`src/rtl/scp_defs.svh`:
```
// Purpose: constants for the control serial port
// Assumes: 100 MHz system clock
// Notes: timing counts derived from the clock period
`ifndef SCP_DEFS_SVH
`define SCP_DEFS_SVH
`define SERIAL_SHIFT_CLOCK_PERIOD_NS 10
`define SCP_BITS 8
`define SCP_BIT_CNT_W 4
`define SCP_BAUD_W 2
`define SCP_DIV_W 4
`define SCP_FIFO_DEPTH 16
`define SCP_CMD_W 8
`define SCP_READ_ZERO 8'h00
`define SCP_RESET_SHIFT 8'h00
`endif

```
`src/rtl/scp_pkg.sv`:
```
// Purpose: types for the control serial port
// Assumes: used with scp_defs.svh
// Notes: types only
package scp_pkg;
    typedef enum logic [1:0] {
        SCP_IDLE,
        SCP_SETUP,
        SCP_SHIFT
    } scp_state_t;

    typedef struct packed {
        logic master;
        logic clock_invert_bit;
        logic [1:0] baud;
        logic port_enable_bit_0;
        logic port_enable_bit_1;
        logic sel_en_0;
        logic sel_en_1;
    } scp_ctrl_t;

    typedef struct packed {
        logic busy;
        logic complete;
        logic [7:0] data;
    } scp_stat_t;
endpackage

```
`src/rtl/scp_fifo.sv`:
```
// Purpose: small flip-flop FIFO with valid/ready on both sides
// Assumes: synchronous active-high reset
// Notes: full and empty derived from a count
`timescale 1ns/10ps
module scp_fifo
#(
    parameter int WIDTH = 8,
    parameter int DEPTH = 16
)
(
    // clocking
    input wire logic clk,
    input wire logic rst,
    input wire logic ce,
    // fill side
    input wire logic in_valid,
    output logic in_ready,
    input wire logic [WIDTH-1:0] in_data,
    // drain side
    output logic out_valid,
    input wire logic out_ready,
    output logic [WIDTH-1:0] out_data
);
    localparam int AW = $clog2(DEPTH);
    logic [WIDTH-1:0] mem_r [DEPTH];
    logic [AW-1:0] wr_r;
    logic [AW-1:0] rd_r;
    logic [AW:0] cnt_r;
    logic push;
    logic pop;

    assign in_ready = (cnt_r != DEPTH[AW:0]);
    assign out_valid = (cnt_r != '0);
    assign out_data = mem_r[rd_r];
    assign push = in_valid && in_ready;
    assign pop = out_valid && out_ready;

    always_ff @(posedge clk)
    begin
        if (ce && push)
        begin
            mem_r[wr_r] <= in_data;
        end
    end

    always_ff @(posedge clk)
    begin
        if (rst)
        begin
            wr_r <= '0;
            rd_r <= '0;
            cnt_r <= '0;
        end
        else if (ce)
        begin
            if (push)
            begin
                wr_r <= wr_r + 1'b1;
            end
            if (pop)
            begin
                rd_r <= rd_r + 1'b1;
            end
            if (push && !pop)
            begin
                cnt_r <= cnt_r + 1'b1;
            end
            else if (pop && !push)
            begin
                cnt_r <= cnt_r - 1'b1;
            end
        end
    end
endmodule

```
`src/rtl/scp_port.sv`:
```
// Purpose: byte-exchange serial control port, master or slave
// Assumes: all inputs synchronous to clk; slave clock at most clk/2
// Notes: host writes queue through a FIFO; shift register host access
//
// Notes on behaviour
// - full duplex eight-bit exchange bursts
// - master drives clock, slave accepts it
// - busy: writes wait in queue, reads zero
// - control and status always accessible
// - baud bits pick divider tap
// - channel 0 enable takes pins
// - channel 1 enable gives select 1
// - select falls only with idle clock; not enforced here, selects follow the bits at once
// - master selects follow enable bits
// - master clock idles, eight pulses
// - normal: msb first, out rise
// - invert swaps the edges
// - sampled bits replace sent bits
// - eighth shift clears transmit, sets complete
// - shifting starts within 1.5 periods
// - slave: select 0, clock become inputs
// - slave completion on select rise
// - slave clock up to half clk
// - slave first bit on first edge
// - short burst shifts partially
// - long burst keeps shifting
`timescale 1ns/10ps
`include "scp_defs.svh"
module scp_port
    import scp_pkg::*;
#(
    parameter int FIFO_DEPTH = `SCP_FIFO_DEPTH
)
(
    // clocking
    input wire logic clk,
    input wire logic rst,
    input wire logic ce,
    // configuration and control
    input wire scp_ctrl_t ctrl,
    input wire logic status_clear,
    // host shift-register access
    input wire logic wr_valid,
    output logic wr_ready,
    input wire logic [7:0] wr_data,
    input wire logic start,
    input wire logic rd_strobe,
    output logic [7:0] rd_data,
    output scp_stat_t status,
    // serial pins
    output logic serial_shift_clock,
    output logic serial_shift_clock_oe,
    input wire logic serial_shift_clock_in,
    output logic serial_out_pin,
    input wire logic serial_in_pin,
    output logic select_out_0,
    output logic select_out_0_oe,
    input wire logic select_in_0,
    output logic select_out_1,
    output logic select_out_1_oe
);
    // -----------------------------------------
    // declarations
    // -----------------------------------------
    scp_state_t state_r;
    logic [7:0] shreg_r;
    logic [`SCP_BIT_CNT_W-1:0] bits_r;
    logic [`SCP_DIV_W-1:0] div_r;
    logic [`SCP_DIV_W-1:0] div_nxt;
    logic sck_r;
    logic sck_nxt;
    logic last_fall;
    logic pend_r;
    logic complete_r;
    logic sck_in_d_r;
    logic sel_in_d_r;
    logic tick;
    logic busy;
    logic f_valid;
    logic f_ready;
    logic [7:0] f_data;
    logic lead_edge;
    logic trail_edge;
    logic slave_act;

    // wait count half: tap is 2^(baud+1), half period 2^baud
    function automatic logic [`SCP_DIV_W-1:0] half_period(input logic [1:0] b);
        half_period = `SCP_DIV_W'(1 << b) - 1'b1;
    endfunction

    // count of completed trailing edges says this was the last one
    function automatic logic is_last(input logic [`SCP_BIT_CNT_W-1:0] n);
        is_last = (n == `SCP_BIT_CNT_W'(`SCP_BITS - 1));
    endfunction

    // -----------------------------------------
    // host write queue
    // -----------------------------------------
    scp_fifo #(.WIDTH(8), .DEPTH(FIFO_DEPTH)) u_fifo
    (
        .clk(clk),
        .rst(rst),
        .ce(ce),
        .in_valid(wr_valid),
        .in_ready(wr_ready),
        .in_data(wr_data),
        .out_valid(f_valid),
        .out_ready(f_ready),
        .out_data(f_data)
    );

    assign slave_act = !ctrl.master && !sel_in_d_r;
    assign busy = (state_r != SCP_IDLE) || slave_act || pend_r;
    // write held while busy: queue drains only when idle; stalled
    // entries wait rather than drop, so back-pressure reaches the host
    assign f_ready = !busy;

    // -----------------------------------------
    // baud divider
    // -----------------------------------------
    // tap chosen by baud bits
    always_comb
    begin
        div_nxt = div_r - 1'b1;
        tick = (div_r == '0);
        if (tick)
        begin
            div_nxt = half_period(ctrl.baud);
        end
    end

    always_ff @(posedge clk)
    begin
        if (rst)
        begin
            div_r <= '0;
        end
        else if (ce)
        begin
            div_r <= div_nxt;
        end
    end

    // -----------------------------------------
    // slave input history
    // -----------------------------------------
    always_ff @(posedge clk)
    begin
        if (rst)
        begin
            sck_in_d_r <= 1'b0;
            sel_in_d_r <= 1'b1;
        end
        else if (ce)
        begin
            sck_in_d_r <= serial_shift_clock_in;
            sel_in_d_r <= select_in_0;
        end
    end

    // one register stage: edges seen up to half clk
    assign lead_edge = ctrl.clock_invert_bit ? (sck_in_d_r && !serial_shift_clock_in)
                                             : (!sck_in_d_r && serial_shift_clock_in);
    assign trail_edge = ctrl.clock_invert_bit ? (!sck_in_d_r && serial_shift_clock_in)
                                              : (sck_in_d_r && !serial_shift_clock_in);

    // -----------------------------------------
    // master sequencer and shift register
    // -----------------------------------------
    // clock level a step ahead: pin, data and sampling share one edge
    // so a slave answering on the leading edge is never sampled too early
    always_comb
    begin
        sck_nxt = sck_r;
        if (state_r == SCP_IDLE)
        begin
            sck_nxt = pend_r && tick;
        end
        else if (state_r == SCP_SHIFT && tick)
        begin
            sck_nxt = !sck_r;
        end
    end

    // trailing edge of the eighth pulse
    assign last_fall = (state_r == SCP_SHIFT) && tick && sck_r && is_last(bits_r);

    always_ff @(posedge clk)
    begin
        if (rst)
        begin
            state_r <= SCP_IDLE;
            shreg_r <= `SCP_RESET_SHIFT;
            bits_r <= '0;
            sck_r <= 1'b0;
            pend_r <= 1'b0;
            serial_out_pin <= 1'b1;
        end
        else if (ce)
        begin
            if (f_valid && f_ready)
            begin
                shreg_r <= f_data;
                serial_out_pin <= f_data[7];
            end
            if (start && ctrl.master && state_r == SCP_IDLE)
            begin
                pend_r <= 1'b1;
            end
            sck_r <= sck_nxt;
            case (state_r)
                SCP_IDLE:
                begin
                    if (pend_r && tick)
                    begin
                        pend_r <= 1'b0;
                        bits_r <= '0;
                        state_r <= SCP_SHIFT;
                        serial_out_pin <= shreg_r[7];
                    end
                    // slave drives msb on each leading edge
                    else if (slave_act && lead_edge)
                    begin
                        serial_out_pin <= shreg_r[7];
                    end
                    else if (slave_act && trail_edge)
                    begin
                        // partial shift; continues past eight
                        // output waits for the next leading edge
                        shreg_r <= {shreg_r[6:0], serial_in_pin};
                    end
                end
                SCP_SHIFT:
                begin
                    if (tick && sck_r)
                    begin
                        shreg_r <= {shreg_r[6:0], serial_in_pin};
                        bits_r <= bits_r + 1'b1;
                        if (is_last(bits_r))
                        begin
                            state_r <= SCP_IDLE;
                        end
                    end
                    else if (tick)
                    begin
                        // next bit with the leading edge
                        serial_out_pin <= shreg_r[7];
                    end
                end
                default:
                begin
                    state_r <= SCP_IDLE;
                end
            endcase
        end
    end

    // -----------------------------------------
    // completion flag
    // -----------------------------------------
    always_ff @(posedge clk)
    begin
        if (rst)
        begin
            complete_r <= 1'b0;
        end
        else if (ce)
        begin
            // set after eighth shift; on select rise; set wins
            if (last_fall || (!ctrl.master && !sel_in_d_r && select_in_0))
            begin
                complete_r <= 1'b1;
            end
            else if (status_clear)
            begin
                complete_r <= 1'b0;
            end
        end
    end

    // -----------------------------------------
    // host read and status
    // -----------------------------------------
    always_ff @(posedge clk)
    begin
        if (rst)
        begin
            rd_data <= `SCP_READ_ZERO;
            status <= '0;
        end
        else if (ce)
        begin
            if (rd_strobe)
            begin
                rd_data <= busy ? `SCP_READ_ZERO : shreg_r;
            end
            // status always visible; busy doubles as transmit bit
            status <= '{busy: busy, complete: complete_r, data: shreg_r};
        end
    end

    // -----------------------------------------
    // pin muxing
    // -----------------------------------------
    always_ff @(posedge clk)
    begin
        if (rst)
        begin
            serial_shift_clock <= 1'b0;
            serial_shift_clock_oe <= 1'b0;
            select_out_0 <= 1'b1;
            select_out_0_oe <= 1'b0;
            select_out_1 <= 1'b1;
            select_out_1_oe <= 1'b0;
        end
        else if (ce)
        begin
            serial_shift_clock <= sck_nxt ^ ctrl.clock_invert_bit;
            serial_shift_clock_oe <= ctrl.port_enable_bit_0 && ctrl.master;
            // selects follow bits; host sets them with clock idle
            select_out_0 <= !ctrl.sel_en_0;
            select_out_0_oe <= ctrl.port_enable_bit_0 && ctrl.master;
            // carrier detect pin as select 1
            select_out_1 <= !ctrl.sel_en_1;
            select_out_1_oe <= ctrl.port_enable_bit_1;
        end
    end
endmodule

```
`config.mk`:
```
export PLATFORM = sky130hd
export DESIGN_NAME = scp_port
export DESIGN_NICKNAME = d
export VERILOG_FILES = /design/src/rtl/scp_pkg.sv /design/src/rtl/scp_fifo.sv /design/src/rtl/scp_port.sv
export VERILOG_INCLUDE_DIRS = /design/src /design/src/rtl
export SDC_FILE = /design/constraint.sdc
export NUM_CORES = 1
export LEC_CHECK = 0
export BUFFER_PORTS_ARGS = -buffer_cell sky130_fd_sc_hd__buf_4
export CAP_MARGIN = 15
export CORE_MARGIN = 2
export CORE_UTILIZATION = 40
export CTS_BUF_LIST = sky130_fd_sc_hd__clkbuf_8 sky130_fd_sc_hd__clkbuf_16
export CTS_CLUSTER_SIZE = 12
export DETAILED_ROUTE_END_ITERATION = 8
export PLACE_DENSITY = 0.58
export SLEW_MARGIN = 0
export SYNTH_ARGS = -nofsm -noshare
export SYNTH_HDL_FRONTEND = slang
export SYNTH_HIERARCHICAL = 1
export SYNTH_SLANG_ARGS = --single-unit
```
`constraint.sdc`:
```
create_clock -name clk -period 3.3 [get_ports clk]
set_input_delay 0 -clock clk [delete_from_list [all_inputs] [get_ports clk]]
set_output_delay 0 -clock clk [all_outputs]
set_load 0.02 [all_outputs]
```
==> results.txt <==
----------------------------------------------------
[Run status]
  Run status ... completed

[Placed design]
  Routability cong. ... a little under 0.8
  Detailed placement HPWL ... 10900 um
  Cell count after placement ... 870
  Area of placed instances ... 0.00869 mm2
  Quantity of I/O buffers inserted on ports ... 51

[STA]
  Fin crit share ... 0.845
  Final Hold Fails ... 0
  Worst-margin pin slew ... between 0.9 and 1 ns
  Achievable frequency ... approximately 360 MHz
  Worst clock skew on the final layout ... about 0.017 ns
  Max-slew violation total from the final report ... 0
  Setup repair after global routing missed its margin ... false
  Relative slew slack ... 0.349
  Setup_tns ... 0 ns
  Crit path time final ... 2.79 ns
  Setup Viol. Count Final ... 0

[Synth]
  Syn Area/Cell ... about 14 um2
  Instance count of the mapped netlist ... 570
  Number of synthesized register bits ... about 190
  Net count after synthesis ... about 600
  Largest family of logic cells by synthesized area ... simple AND/OR/NAND/NOR gates
  Main flop type after synthesis ... sky130_fd_sc_hd__edfxtp_1
  Adder and majority cell fraction of the synthesized area ... 0.0212
  Post-synthesis mux area share ... 0.110
  Count of unique library cells instantiated by Yosys ... 66
  Warnings from Yosys ... 6
  Share of the synthesized netlist area taken by xor and xnor gates ... 0.0109
  Post-synth EDFFs ... around 130
  Synthesized-area fraction occupied by ao, oa, aoi and oai cells ... 0.0789
  Proportion of synthesized chip area in sequential cells ... 0.638
  Simple-Gate Fraction of Synth Area ... 0.118
  Share of async-settable or async-resettable flops after synthesis ... 0
  Area of the mapped netlist ... 0.00801 mm2

[Clocking]
  Clock-pin transition on the worst setup and hold timing paths ... approximately 0.080 ns
  Clock latency on the worst-skew pair ... 0.44 ns
  CTS sink cnt ... roughly 190
  CTS tree ... done
  H-tree levels ... 4
  TritonCTS buffer count ... 17
  Post-CTS setup buffer count ... 0
  Maximum buffer depth of the clock tree ... 2
  Root buffer cell ... sky130_fd_sc_hd__clkbuf_16

[Die]
  Area of the die ... about 0.021 mm2
  Number of placement rows ... between 50 and 60
  Top-level I/O count ... 52
  Core area ... 0.0195 mm2
  Horizontal die dimension ... 145 um
  Effective utilization at floorplan ... 0.410
  Die Ht ... around 150 um

[Final layout]
  Non-Filler Instances ... around 920
  Utilization after layout ... 0.488
  Post-route standard cell area excluding fillers ... ~0.0095 mm2
  Count of nets after finishing ... between 600 and 700
  Final antenna diode count ... 0
  Most frequent standard cell in the layout excluding fill and tap cells ... sky130_fd_sc_hd__edfxtp_1
  Share of layout cells above drive strength 1 ... 0.229
  Area Growth Syn to Fin ... 18.9%
  Most frequent cells in the layout ... sky130_fd_sc_hd__edfxtp_1 (128), sky130_fd_sc_hd__buf_4 (68), sky130_fd_sc_hd__dfxtp_1 (62)
  Filler cell count ... 1673

[Routing]
  Number of DRC markers in iteration 0 ... ~310
  Number of search-and-repair iterations in the first detailed-routing pass ... 5
  Via density ... around 5.2
  Antenna-violating nets left ... 0
  Average routed wire per standard cell ... about 18 um
  Via Count ... about 4.8k
  Total DRC errors in the routed layout ... 0
  Total wirelength of the detailed-routed design ... between 15000 and 20000 um

[Pwr]
  Power per unit of standard cell area ... between 600 and 700 mW/mm2
  Sum of internal, switching and leakage power ... ~6.3 mW
  IR drop worst, VDD ... between 0.3 and 0.4 mV
  Cell leakage power ... roughly 3.3 nW

[Global route]
  Largest net degree at the start of global routing ... 71
  Leftover overflow at the end of global routing ... 0
  Wire length of the first global-routing pass ... about 26000 um
  Vias in the first global route ... around 4.9k
  Global routing usage summed across all routing layers ... 0.159
  Antenna violations before repair ... 0

[Setup path]
  Worst path arrival time ... slightly above 3 ns
  Critical path startpoint category ... flop
  Peak fanout along the critical path ... 5
  Start-to-end type of the worst setup path ... flop to flop
  Type of destination of the critical path ... flop
  Data required, critical path ... between 3 and 4 ns

[Job]
  Max-cap violations ... 0

[Min path]
  Worst min path class ... input port to flop

----------------------------------------------------
[synthesized netlist by cell type (all sizes together) (2+ instances only)]
cell type  instances  share of area
inv                8         0.0038
nand4b             2         0.0022
nor3              14          0.011
dfxtp             63           0.16
edfxtp           128           0.48
o22ai              2         0.0016
xor2               5         0.0055
or4                2         0.0023
a31oi              3         0.0023
a211oi             4         0.0038
nand4              2         0.0016
a211o              7         0.0077
a22oi             18          0.017
mux2i             15          0.019
nor2              45          0.021
o31ai              2         0.0019
clkbuf            14         0.0066
o2111ai            3         0.0055
o211ai             2         0.0042
buf               19          0.013
nand2             42          0.020
mux4              32          0.090
nand2b            20          0.016
and2               6         0.0052
nor3b              8         0.0075
ha                12          0.019
nor4               2         0.0034
nand3             18          0.011
nor2b              6         0.0047
o21ai              8         0.0050
xnor2              5         0.0055
a21oi             29          0.018
or3                3         0.0023
[per-stage QoR]
step / worst slack, ns / hold slack (ns)
global placement: 0.717 / 0.223
CTS: 0.547 / 0.0459
finish: 0.511 / 0.0499
detailed placement: 0.584 / 0.226
global route: 0.314 / 0.0926
floorplan: 0.567 / 0.0989
[cells by family (layout without fill, tap and decap cells)]
logic type,after synthesis,after routing
flip-flops,191,191
AND/OR/NAND/NOR,179,179
AO/OA/AOI/OAI,88,88
multiplexers,48,48
buffers and inverters,41,130
adder cells (fa/ha/maj),13,13
XOR/XNOR,10,10
[critical path, stage by stage, from the launching register on]
cell and delay, ns:
sky130_fd_sc_hd__dfxtp_1 0.37, sky130_fd_sc_hd__nor4_1 0.53, sky130_fd_sc_hd__a21boi_1 0.26, sky130_fd_sc_hd__ha_1 0.28, sky130_fd_sc_hd__inv_1 0.15, sky130_fd_sc_hd__ha_1 0.30, sky130_fd_sc_hd__a21oi_1 0.21, sky130_fd_sc_hd__a211oi_1 0.10
sky130_fd_sc_hd__a31o_2 0.22, sky130_fd_sc_hd__mux2_2 0.26
[worst paths after layout]
check                   from         endpoint  slack [ns]  cells past startpoint
max          u_fifo/cnt_r[0]  u_fifo/cnt_r[4]        0.51                      9
min                  ctrl[5]         div_r[1]        0.05                      5
max reg2reg  u_fifo/cnt_r[0]  u_fifo/cnt_r[4]        0.51                      9
min reg2reg       rd_data[0]       rd_data[0]        0.46                      2
[flip-flops by register name (all words and copies together) (netlist names), 5 cells and up, named ones only]
name	count
shreg_r	8
rd_data	8
status	10
u_fifo/mem_r	128
u_fifo/cnt_r	5
[cell type report]
cell class / instances / area [um2] / share of cell area
flip-flops and latches: 191 / 5110 / 0.536
multi-input cells: 338 / 2720 / 0.285
repair buffers: 90 / 731 / 0.0768
clock buffers: 17 / 425 / 0.0447
well taps: 265 / 332 / 0.0348
clock inverters: 15 / 179 / 0.0188
inverters: 8 / 30.0 / 0.00315
[power breakdown]
part	internal [mW]	switching, mW	total (mW)
clock	1.03	1.02	2.05
combinational	0.707	0.738	1.44
sequential	2.66	0.156	2.82
total	4.41	1.91	6.32
[repair_timing]
action	CTS	global route
gates resized for setup	0	0
hold endpoints to repair	143	0
hold buffers	22	0
[layer usage]
| layer | track usage | up-vias | wire length (um) |
|---|---|---|---|
| li1 | - | 2325 | - |
| met1 | 0.203 | 2384 | 7420 |
| met2 | 0.269 | 108 | 8340 |
| met3 | 0.0317 | 19 | 605 |
| met4 | 0.0583 | 0 | 216 |
| met5 | 0 | - | 0 |
Power figures use the tool's default switching activity.
